**src/ccint_pkg.sv**
```systemverilog
/*
 * Package for the comparator change interrupt block: register offsets,
 * field positions, reset values, clock phase codes and engine states.
 * Assumes a 32-bit AXI4-Lite register bus with byte addressing.
 */
`default_nettype none

package ccint_pkg;

    // =========================================================
    // bus geometry
    // =========================================================
    localparam int          CCINT_ADDR_W   = 8;
    localparam int          CCINT_DATA_W   = 32;
    localparam int          CCINT_NUM_CMP  = 2;

    // =========================================================
    // register offsets (byte addresses)
    // =========================================================
    localparam logic [7:0]  OFS_CTRL0      = 8'h00;  // comparator_control_reg, comparator 1
    localparam logic [7:0]  OFS_CTRL1      = 8'h04;  // comparator_control_reg, comparator 2
    localparam logic [7:0]  OFS_AUX        = 8'h08;  // comparator_aux_control_reg
    localparam logic [7:0]  OFS_FLAG       = 8'h0C;  // peripheral_flag_reg_two
    localparam logic [7:0]  OFS_ENABLE     = 8'h10;  // peripheral_enable_reg_two
    localparam logic [7:0]  OFS_INTCTL     = 8'h14;  // interrupt_control_reg
    localparam logic [7:0]  OFS_CTRL_STEP  = 8'h04;

    // =========================================================
    // field positions
    // =========================================================
    localparam int          BIT_ON         = 7;      // comparator_on
    localparam int          BIT_OUT        = 6;      // comparator_output_bit, read only
    localparam int          BIT_OE         = 5;      // comparator_pin_output_enable
    localparam int          BIT_POL        = 4;      // comparator_output_invert
    localparam int          BIT_PERIPH_EN  = 0;      // peripheral_low_int_enable
    localparam int          BIT_GLOBAL_EN  = 1;      // global_high_int_enable

    // =========================================================
    // reset values
    // =========================================================
    localparam logic [2:0]  RST_CTRL       = 3'h0;   // {on, oe, pol}
    localparam logic [1:0]  RST_FLAG       = 2'h0;
    localparam logic [1:0]  RST_ENABLE     = 2'h0;
    localparam logic [1:0]  RST_INTCTL     = 2'h0;
    localparam logic        RST_LATCH      = 1'b0;

    // =========================================================
    // instruction cycle phases: four aclk cycles per instruction cycle
    // =========================================================
    localparam logic [1:0]  PH_Q1          = 2'h0;
    localparam logic [1:0]  PH_Q2          = 2'h1;
    localparam logic [1:0]  PH_Q3          = 2'h2;
    localparam logic [1:0]  PH_Q4          = 2'h3;

    localparam logic [1:0]  RESP_OKAY      = 2'h0;
    localparam logic [1:0]  RESP_SLVERR    = 2'h2;

    // =========================================================
    // access engine states
    // =========================================================
    typedef enum logic [4:0] {
        ST_IDLE  = 5'b00001,
        ST_WAIT3 = 5'b00010,
        ST_WAIT4 = 5'b00100,
        ST_BRESP = 5'b01000,
        ST_RRESP = 5'b10000
    } ccint_state_t;

endpackage

`default_nettype wire

```
**src/ccint_top.sv**
```systemverilog
/*
 * Comparator change interrupt block: two comparators, each with a
 * reference latch and a tracking latch, a mismatch edge detector, an
 * interrupt flag, enable gating and an AXI4-Lite register slave.
 * Assumes comparator results arrive synchronous to aclk.
 */
// Design decisions made here: the placing of the registers and the AXI4-Lite slave port.
`timescale 1ns/10ps
`default_nettype none

// Summary of operation
// RULE1: flag sets when comparator output changes, seen via reference versus tracking latch.
// RULE2: any control register access loads reference latch with output at Q3.
// RULE3: reference latch holds until next control register access or reset.
// RULE4: tracking latch loads comparator output at every Q1.
// RULE5: mismatch is xor of the two latches, fed to interrupt logic.
// RULE6: mismatch stays until reference refresh or output returns.
// RULE7: control register writes also clear mismatch through their leading read.
// RULE8: detection ignores the pin output enable bit.
// RULE9: flag sets on mismatch rising edge, not its level.
// RULE10: return to old level interrupts only if latches were cleared.
// RULE11: software clears flag by writing zero; writing one sets it.
// RULE12: request reaches processor only with all three enables set.
// RULE13: flag sets regardless of enable bits.
// RULE14: while comparator off, polarity bit drives the output level.
// RULE15: preset write: latches load in read phase, new settings apply in write phase.
// RULE16: output change during a read at Q2 may miss the flag.
// RULE17: software waits bias settling, clears mismatch and flag, then enables interrupts.
// RULE18: software tracks output history to find change direction.
// RULE19: each comparator has its own latch pair and flag.
module ccint_top
    import ccint_pkg::*;
#(
    parameter int NUM_CMP = CCINT_NUM_CMP
)(
    input  wire logic                    aclk,
    input  wire logic                    aresetn,
    input  wire logic [NUM_CMP-1:0]      cmp_raw,
    output logic      [NUM_CMP-1:0]      cmp_pin_out,
    output logic      [NUM_CMP-1:0]      cmp_pin_en,
    output logic                         irq,
    input  wire logic [CCINT_ADDR_W-1:0] s_axi_awaddr,
    input  wire logic                    s_axi_awvalid,
    output logic                         s_axi_awready,
    input  wire logic [CCINT_DATA_W-1:0] s_axi_wdata,
    input  wire logic [3:0]              s_axi_wstrb,
    input  wire logic                    s_axi_wvalid,
    output logic                         s_axi_wready,
    output logic      [1:0]              s_axi_bresp,
    output logic                         s_axi_bvalid,
    input  wire logic                    s_axi_bready,
    input  wire logic [CCINT_ADDR_W-1:0] s_axi_araddr,
    input  wire logic                    s_axi_arvalid,
    output logic                         s_axi_arready,
    output logic      [CCINT_DATA_W-1:0] s_axi_rdata,
    output logic      [1:0]              s_axi_rresp,
    output logic                         s_axi_rvalid,
    input  wire logic                    s_axi_rready
);

    // =========================================================
    // state
    // =========================================================
    ccint_state_t              st_q, st_d;
    logic [1:0]                phase_q;
    logic                      aw_got_q, w_got_q, is_wr_q;
    logic [CCINT_ADDR_W-1:0]   addr_q;
    logic [7:0]                wdata_q;
    logic                      wen_q;
    logic [CCINT_DATA_W-1:0]   rdata_q;
    logic [1:0]                rresp_q, bresp_q;
    logic [2:0]                ctrl_q    [NUM_CMP];
    logic [NUM_CMP-1:0]        ref_q, track_q, mis_q, flag_q, flag_d;
    logic [1:0]                enable_q, intctl_q;

    wire                       at_q1     = (phase_q == PH_Q1);
    wire                       at_q3     = (phase_q == PH_Q3);
    wire                       at_q4     = (phase_q == PH_Q4);
    wire                       idle      = (st_q == ST_IDLE);
    wire                       aw_hs     = s_axi_awvalid & s_axi_awready;
    wire                       w_hs      = s_axi_wvalid & s_axi_wready;
    wire                       ar_hs     = s_axi_arvalid & s_axi_arready;
    wire                       start_wr  = idle & aw_got_q & w_got_q;
    wire                       read_ph   = (st_q == ST_WAIT3) & at_q3;
    wire                       write_ph  = (st_q == ST_WAIT4) & at_q4 & wen_q;

    // =========================================================
    // instruction cycle phase counter
    // =========================================================
    // free running so that Q1 and Q3 recur every four aclk cycles
    always_ff @(posedge aclk)
    begin
        if (!aresetn)
            phase_q <= PH_Q1;
        else
            phase_q <= phase_q + 2'h1;
    end

    // =========================================================
    // per comparator latches, mismatch and pin drive
    // =========================================================
    logic [NUM_CMP-1:0]        cmp_level;
    logic [NUM_CMP-1:0]        ctrl_hit;
    logic [NUM_CMP-1:0]        mis_now;

    genvar gi;
    generate
        for (gi = 0; gi < NUM_CMP; gi++)
        begin : g_cmp
            wire on_b  = ctrl_q[gi][2];
            wire oe_b  = ctrl_q[gi][1];
            wire pol_b = ctrl_q[gi][0];

            // off comparator shows the polarity bit, on shows the result xored with the polarity bit
            assign cmp_level[gi] = on_b ? (cmp_raw[gi] ^ pol_b) : pol_b; // RULE14
            assign ctrl_hit[gi]  = (addr_q == OFS_CTRL0 + 8'(gi) * OFS_CTRL_STEP);
            assign mis_now[gi]   = ref_q[gi] ^ track_q[gi]; // RULE5 RULE6 RULE8
            // pin follows the latched result only while enabled and on
            assign cmp_pin_en[gi]  = oe_b & on_b;
            assign cmp_pin_out[gi] = track_q[gi];

            // reference latch: loaded by the read phase of any access to its own control reg
            always_ff @(posedge aclk)
            begin
                if (!aresetn)
                    ref_q[gi] <= RST_LATCH;
                else if (read_ph && ctrl_hit[gi]) // RULE2 RULE3 RULE7 RULE15 RULE19
                    ref_q[gi] <= cmp_level[gi];
            end

            // tracking latch: loaded on every Q1
            always_ff @(posedge aclk)
            begin
                if (!aresetn)
                    track_q[gi] <= RST_LATCH;
                else if (at_q1) // RULE4
                    track_q[gi] <= cmp_level[gi];
            end

            // control fields change only in the write phase, after the reference load
            always_ff @(posedge aclk)
            begin
                if (!aresetn)
                    ctrl_q[gi] <= RST_CTRL;
                else if (write_ph && ctrl_hit[gi]) // RULE15
                    ctrl_q[gi] <= {wdata_q[BIT_ON], wdata_q[BIT_OE], wdata_q[BIT_POL]};
            end
        end
    endgenerate

    // =========================================================
    // mismatch edge and interrupt flag
    // =========================================================
    // edge detection lets software clear the flag while the mismatch still stands
    wire [NUM_CMP-1:0]         set_edge  = mis_now & ~mis_q; // RULE1 RULE9 RULE10 RULE13
    wire                       flag_wr   = write_ph & (addr_q == OFS_FLAG);

    // software value first, hardware set on top so a coincident event is kept
    always_comb
    begin
        flag_d = flag_wr ? wdata_q[NUM_CMP-1:0] : flag_q; // RULE11
        flag_d = flag_d | set_edge;
    end

    always_ff @(posedge aclk)
    begin
        if (!aresetn)
        begin
            mis_q  <= '0;
            flag_q <= RST_FLAG;
        end
        else
        begin
            mis_q  <= mis_now;
            flag_q <= flag_d;
        end
    end

    // all three enables must be set for the request to leave the block
    assign irq = (|(flag_q & enable_q)) & intctl_q[BIT_PERIPH_EN] & intctl_q[BIT_GLOBAL_EN]; // RULE12

    // =========================================================
    // enable and interrupt control registers
    // =========================================================
    always_ff @(posedge aclk)
    begin
        if (!aresetn)
        begin
            enable_q <= RST_ENABLE;
            intctl_q <= RST_INTCTL;
        end
        else
        begin
            if (write_ph && addr_q == OFS_ENABLE)
                enable_q <= wdata_q[1:0];
            if (write_ph && addr_q == OFS_INTCTL)
                intctl_q <= wdata_q[1:0];
        end
    end

    // =========================================================
    // read data selection
    // =========================================================
    // output bit reads the tracking latch; a change right at Q2 may race the
    // reference load and leave the flag unset, a known limitation // RULE16
    logic [CCINT_DATA_W-1:0]   rd_mux;
    logic                      addr_ok;

    always_comb
    begin
        rd_mux  = '0;
        addr_ok = 1'b1;
        case (addr_q)
            OFS_CTRL0:  rd_mux[7:0] = {ctrl_q[0][2], track_q[0], ctrl_q[0][1], ctrl_q[0][0], 4'h0};
            OFS_CTRL1:  rd_mux[7:0] = {ctrl_q[1][2], track_q[1], ctrl_q[1][1], ctrl_q[1][0], 4'h0};
            OFS_AUX:    rd_mux[1:0] = track_q[1:0];
            OFS_FLAG:   rd_mux[1:0] = flag_q[1:0];
            OFS_ENABLE: rd_mux[1:0] = enable_q;
            OFS_INTCTL: rd_mux[1:0] = intctl_q;
            default:    addr_ok     = 1'b0;
        endcase
    end

    // =========================================================
    // AXI4-Lite handshakes
    // =========================================================
    // writes win over reads; only one access is in flight at a time
    assign s_axi_awready = idle & ~aw_got_q;
    assign s_axi_wready  = idle & ~w_got_q;
    assign s_axi_arready = idle & ~aw_got_q & ~w_got_q & ~s_axi_awvalid & ~s_axi_wvalid;
    assign s_axi_bvalid  = (st_q == ST_BRESP);
    assign s_axi_rvalid  = (st_q == ST_RRESP);
    assign s_axi_bresp   = bresp_q;
    assign s_axi_rresp   = rresp_q;
    assign s_axi_rdata   = rdata_q;

    // engine: wait for Q3 (read phase), then Q4 for writes (write phase)
    always_comb
    begin
        st_d = st_q;
        case (st_q)
            ST_IDLE:  if (start_wr || ar_hs) st_d = ST_WAIT3;
            ST_WAIT3: if (at_q3) st_d = is_wr_q ? ST_WAIT4 : ST_RRESP;
            ST_WAIT4: if (at_q4) st_d = ST_BRESP;
            ST_BRESP: if (s_axi_bready) st_d = ST_IDLE;
            ST_RRESP: if (s_axi_rready) st_d = ST_IDLE;
            default:  st_d = ST_IDLE;
        endcase
    end

    always_ff @(posedge aclk)
    begin
        if (!aresetn)
            st_q <= ST_IDLE;
        else
            st_q <= st_d;
    end

    // capture of address and data for the access in flight
    always_ff @(posedge aclk)
    begin
        if (!aresetn)
        begin
            aw_got_q <= 1'b0;
            w_got_q  <= 1'b0;
            is_wr_q  <= 1'b0;
            addr_q   <= '0;
            wdata_q  <= '0;
            wen_q    <= 1'b0;
        end
        else
        begin
            if (aw_hs)
                addr_q <= {s_axi_awaddr[CCINT_ADDR_W-1:2], 2'h0};
            else if (ar_hs)
                addr_q <= {s_axi_araddr[CCINT_ADDR_W-1:2], 2'h0};
            if (w_hs)
            begin
                wdata_q <= s_axi_wdata[7:0];
                wen_q   <= s_axi_wstrb[0];
            end
            aw_got_q <= start_wr ? 1'b0 : (aw_got_q | aw_hs);
            w_got_q  <= start_wr ? 1'b0 : (w_got_q | w_hs);
            if (start_wr)
                is_wr_q <= 1'b1;
            else if (ar_hs)
                is_wr_q <= 1'b0;
        end
    end

    // responses are fixed at the read phase
    always_ff @(posedge aclk)
    begin
        if (!aresetn)
        begin
            rdata_q <= '0;
            rresp_q <= RESP_OKAY;
            bresp_q <= RESP_OKAY;
        end
        else if (read_ph)
        begin
            rdata_q <= addr_ok ? rd_mux : '0;
            rresp_q <= addr_ok ? RESP_OKAY : RESP_SLVERR;
            bresp_q <= addr_ok ? RESP_OKAY : RESP_SLVERR;
        end
    end

endmodule

`default_nettype wire

```
**config.mk**
```make
export PLATFORM = sky130hd
export DESIGN_NAME = ccint_top
export DESIGN_NICKNAME = d
export VERILOG_FILES = /design/src/ccint_pkg.sv /design/src/ccint_top.sv
export SDC_FILE = /design/constraint.sdc
export NUM_CORES = 1
export LEC_CHECK = 0
export BUFFER_PORTS_ARGS = -buffer_cell sky130_fd_sc_hd__buf_2
export CAP_MARGIN = 10
export CORE_AREA = 5 5 77 79
export CTS_CLUSTER_SIZE = 10
export DETAILED_ROUTE_END_ITERATION = 8
export DIE_AREA = 0 0 82 84
export PLACE_DENSITY = 0.86
export SLEW_MARGIN = 20
export SYNTH_ARGS = -nofsm -noshare
export SYNTH_HDL_FRONTEND = slang
export SYNTH_SLANG_ARGS = --single-unit
```
**constraint.sdc**
```tcl
create_clock -name aclk -period 4.99 [get_ports aclk]
set_input_delay 0.998 -clock aclk [delete_from_list [all_inputs] [get_ports aclk]]
set_output_delay 0.998 -clock aclk [all_outputs]
set_load 0.02 [all_outputs]
```
==> reports/qor.txt <==
Largest stage delay, worst path = 0.43 ns
CP Launch Type = flip-flop
design area = 2730 sq um
Syn-to-layout area delta = 9.34%
drt initial violations = 185
Pleak = 1.20 nW
Top Layer Used = met4
share of cells above drive strength 1 = 19.3%
antenna cell count = 0
max cap viols = 0
root buf cell = clkbuf_8
synth unique cells = 55
CTS tree = built
CP max-delay cell = nor4_4
initial antenna violation count = 0
Async SR Flop Fraction = 0%
# DRC = 0
Post-synth EDFFs = 6
Placed Area = 2640 sq um
post-route setup slack = 2.12 ns
Initial Util = 47.3%
largest net degree at the start of global routing = 36
RePlAce Congestion = 0.877
leading area contributor after synthesis = dfxtp_1
I/O pin cnt = 107
CORE AREA = 5270 sq um
die span in y = 84 um
kind of critical path = reg2out
#FFs+latches synth = 47
min-delay worst type = reg2reg
Hold Buf Count CTS = 0
Final Power = 1.03 mW
Max transition margin = 56.7%
vias = 2036
final wirelength = 5140 um
clock latency on the worst-skew pair = 0.31 ns
Seq/Total Area, Yosys = 40.2%
synth cell count leaders = 41 x dfxtp_1, 29 x buf_4, 24 x nor2_1, 22 x o21ai_0, 16 x nand2_1
clk sink count = 47
DP HPWL = 3800 um
I/O Buffers = 44
post-CTS setup buffers = 0
register area = 1000 sq um
GRT Total Usage = 15.6%
Final Hold Fails = 0
post-placement setup slack = 2.37 ns
Post-Syn Instances = 277
Main synth FF type = dfxtp_1
row cnt = 27
yosys warns = 0
count leader, synth = dfxtp_1
Chip Width = 82 um
vias in the first global route = 1905
Layout Nets = 379
Worst Setup End Kind = primary output
global-route wire length before repair = 8640 um
wire length on met3 = 386 um
Min Hold Slack = 0.454 ns
CTS H-tree lvls = 2
status = finished, final reports clean
highest net fanout along the worst path = 5
Vias per Instance = 5.25
met1 wire length = 2260 um
worst slew pin tran = 0.649 ns
clk buf depth = 2
Final setup viols = 0
RSZ-0062 raised after global routing = no
Final ANT Viol Nets = 0
CTS Buf Count = 5
CP arrival = 1.87 ns
die area = 6890 sq um
Fin Setup TNS = 0 ns
Crit path max-delay family = simple AND/OR/NAND/NOR gates
Max Fclk = 348 MHz
fillcell total = 491
CP Cell Sequence = nor4_4 -> nand2_1 -> nor2_1 -> nor4b_1 -> buf_2
grt ovf = 0
PD cells = 379 nW/um^2
DRT Pass-1 Iters = 4
top-area cell type share of the netlist area = 32.9%
minimum clock period = 2.87 ns
Resize count post-CTS = 0
CP Data Required Time = 3.99 ns
Worst VDD drop = 271 uV
met2 wire length = 2400 um
Clock Skew = 0.00868 ns
Post-Syn Area per Cell = 9.00 sq um
synth top area cells = dfxtp_1 33%, buf_4 8.7%, edfxtp_1 7.2%
Multi-input gate area = 1290 sq um
CP bufs+invs = 1
Final Cycle Share = 57.6%
fin. max-slew vios = 0
wire per inst = 13.2 um
Post-Syn Area = 2490 sq um
clock-pin slew on the worst setup and hold paths = 0.08 ns
final timing paths:
check	endpoint	start	cells after the start	slack [ns]
worst min register to register	phase_q[0]$_SDFF_PN0_	phase_q[0]$_SDFF_PN0_	1	0.45
worst min-delay path	phase_q[0]$_SDFF_PN0_	phase_q[0]$_SDFF_PN0_	1	0.45
worst max-delay path	s_axi_arready	st_q[4]$_SDFFE_PN0P_	5	2.12
worst max register to register	ctrl_q[1][0]$_SDFFCE_PN0P_	addr_q[5]$_SDFFE_PN0P_	4	3.05
cell type report:
type	instances	area share, %
sequential	47	36.7
clock inverter	3	0.551
timing repair buffer	44	8.08
multi-input combinational	207	47.4
tap	72	3.31
inverter	10	1.38
clock buffer	5	2.53
worst reg2reg max path, stage by stage (launching register included):
cell,delay (ns)
dfxtp_1,0.33
or3_4,0.43
nor4b_4,0.44
and2_1,0.25
nand2b_1,0.20
metal layers:
layer,up-vias,track usage [%]
met5,-,0
met4,0,5.89
li1,1014,-
met1,939,20.2
met3,11,4.32
met2,72,24.5
sequential cells by signal, summed over array words and instances (netlist names), 5 cells and up:
signal,cells
ctrl_q,6
wdata_q,5
addr_q,6
st_q,5
s_axi_rdata,6
layout by cell type, fill, tap and decap left out, drive strengths merged, types with 4 or more instances in the layout:
master,Yosys,layout
mux2i,10,10
nand3,10,10
a221oi,5,5
nand2,16,16
and3,6,6
o21ai,22,22
nor3,4,4
and2,9,9
a211oi,4,4
nor2,24,24
a21oi,15,15
nand4,4,4
nor4,5,5
dfxtp,41,41
buf,32,44
edfxtp,6,6
inv,10,10
conb,1,28
clkbuf,8,5
where the power goes:
part	total, mW	internal (mW)	switching, mW
clock	0.222	0.0953	0.127
sequential	0.497	0.427	0.0699
combinational	0.314	0.123	0.192
total	1.03	0.645	0.388
through the flow:
step	util (%)	cells
2_1_floorplan	-	304
3_3_place_gp	50.1	380
3_5_place_dp	50.1	380
4_1_cts	51.7	388
5_1_grt	51.7	388
6_report	51.7	388
logic make-up (layout without fill, tap and decap cells):
kind of cell | count (synthesis) | after routing | share of synthesized area [%]
and+or+nand+nor | 94 | 94 | 22.6
AOI/OAI and AO/OA | 66 | 66 | 17.2
buffers and inverters | 50 | 62 | 12.0
DFF | 47 | 47 | 40.2
muxes | 12 | 12 | 4.92
xor gates and xnor gates | 4 | 4 | 1.41
adders and majority gates | 3 | 3 | 1.51
other | 1 | 28 | 0.150
(Power assumes the default switching activity.)
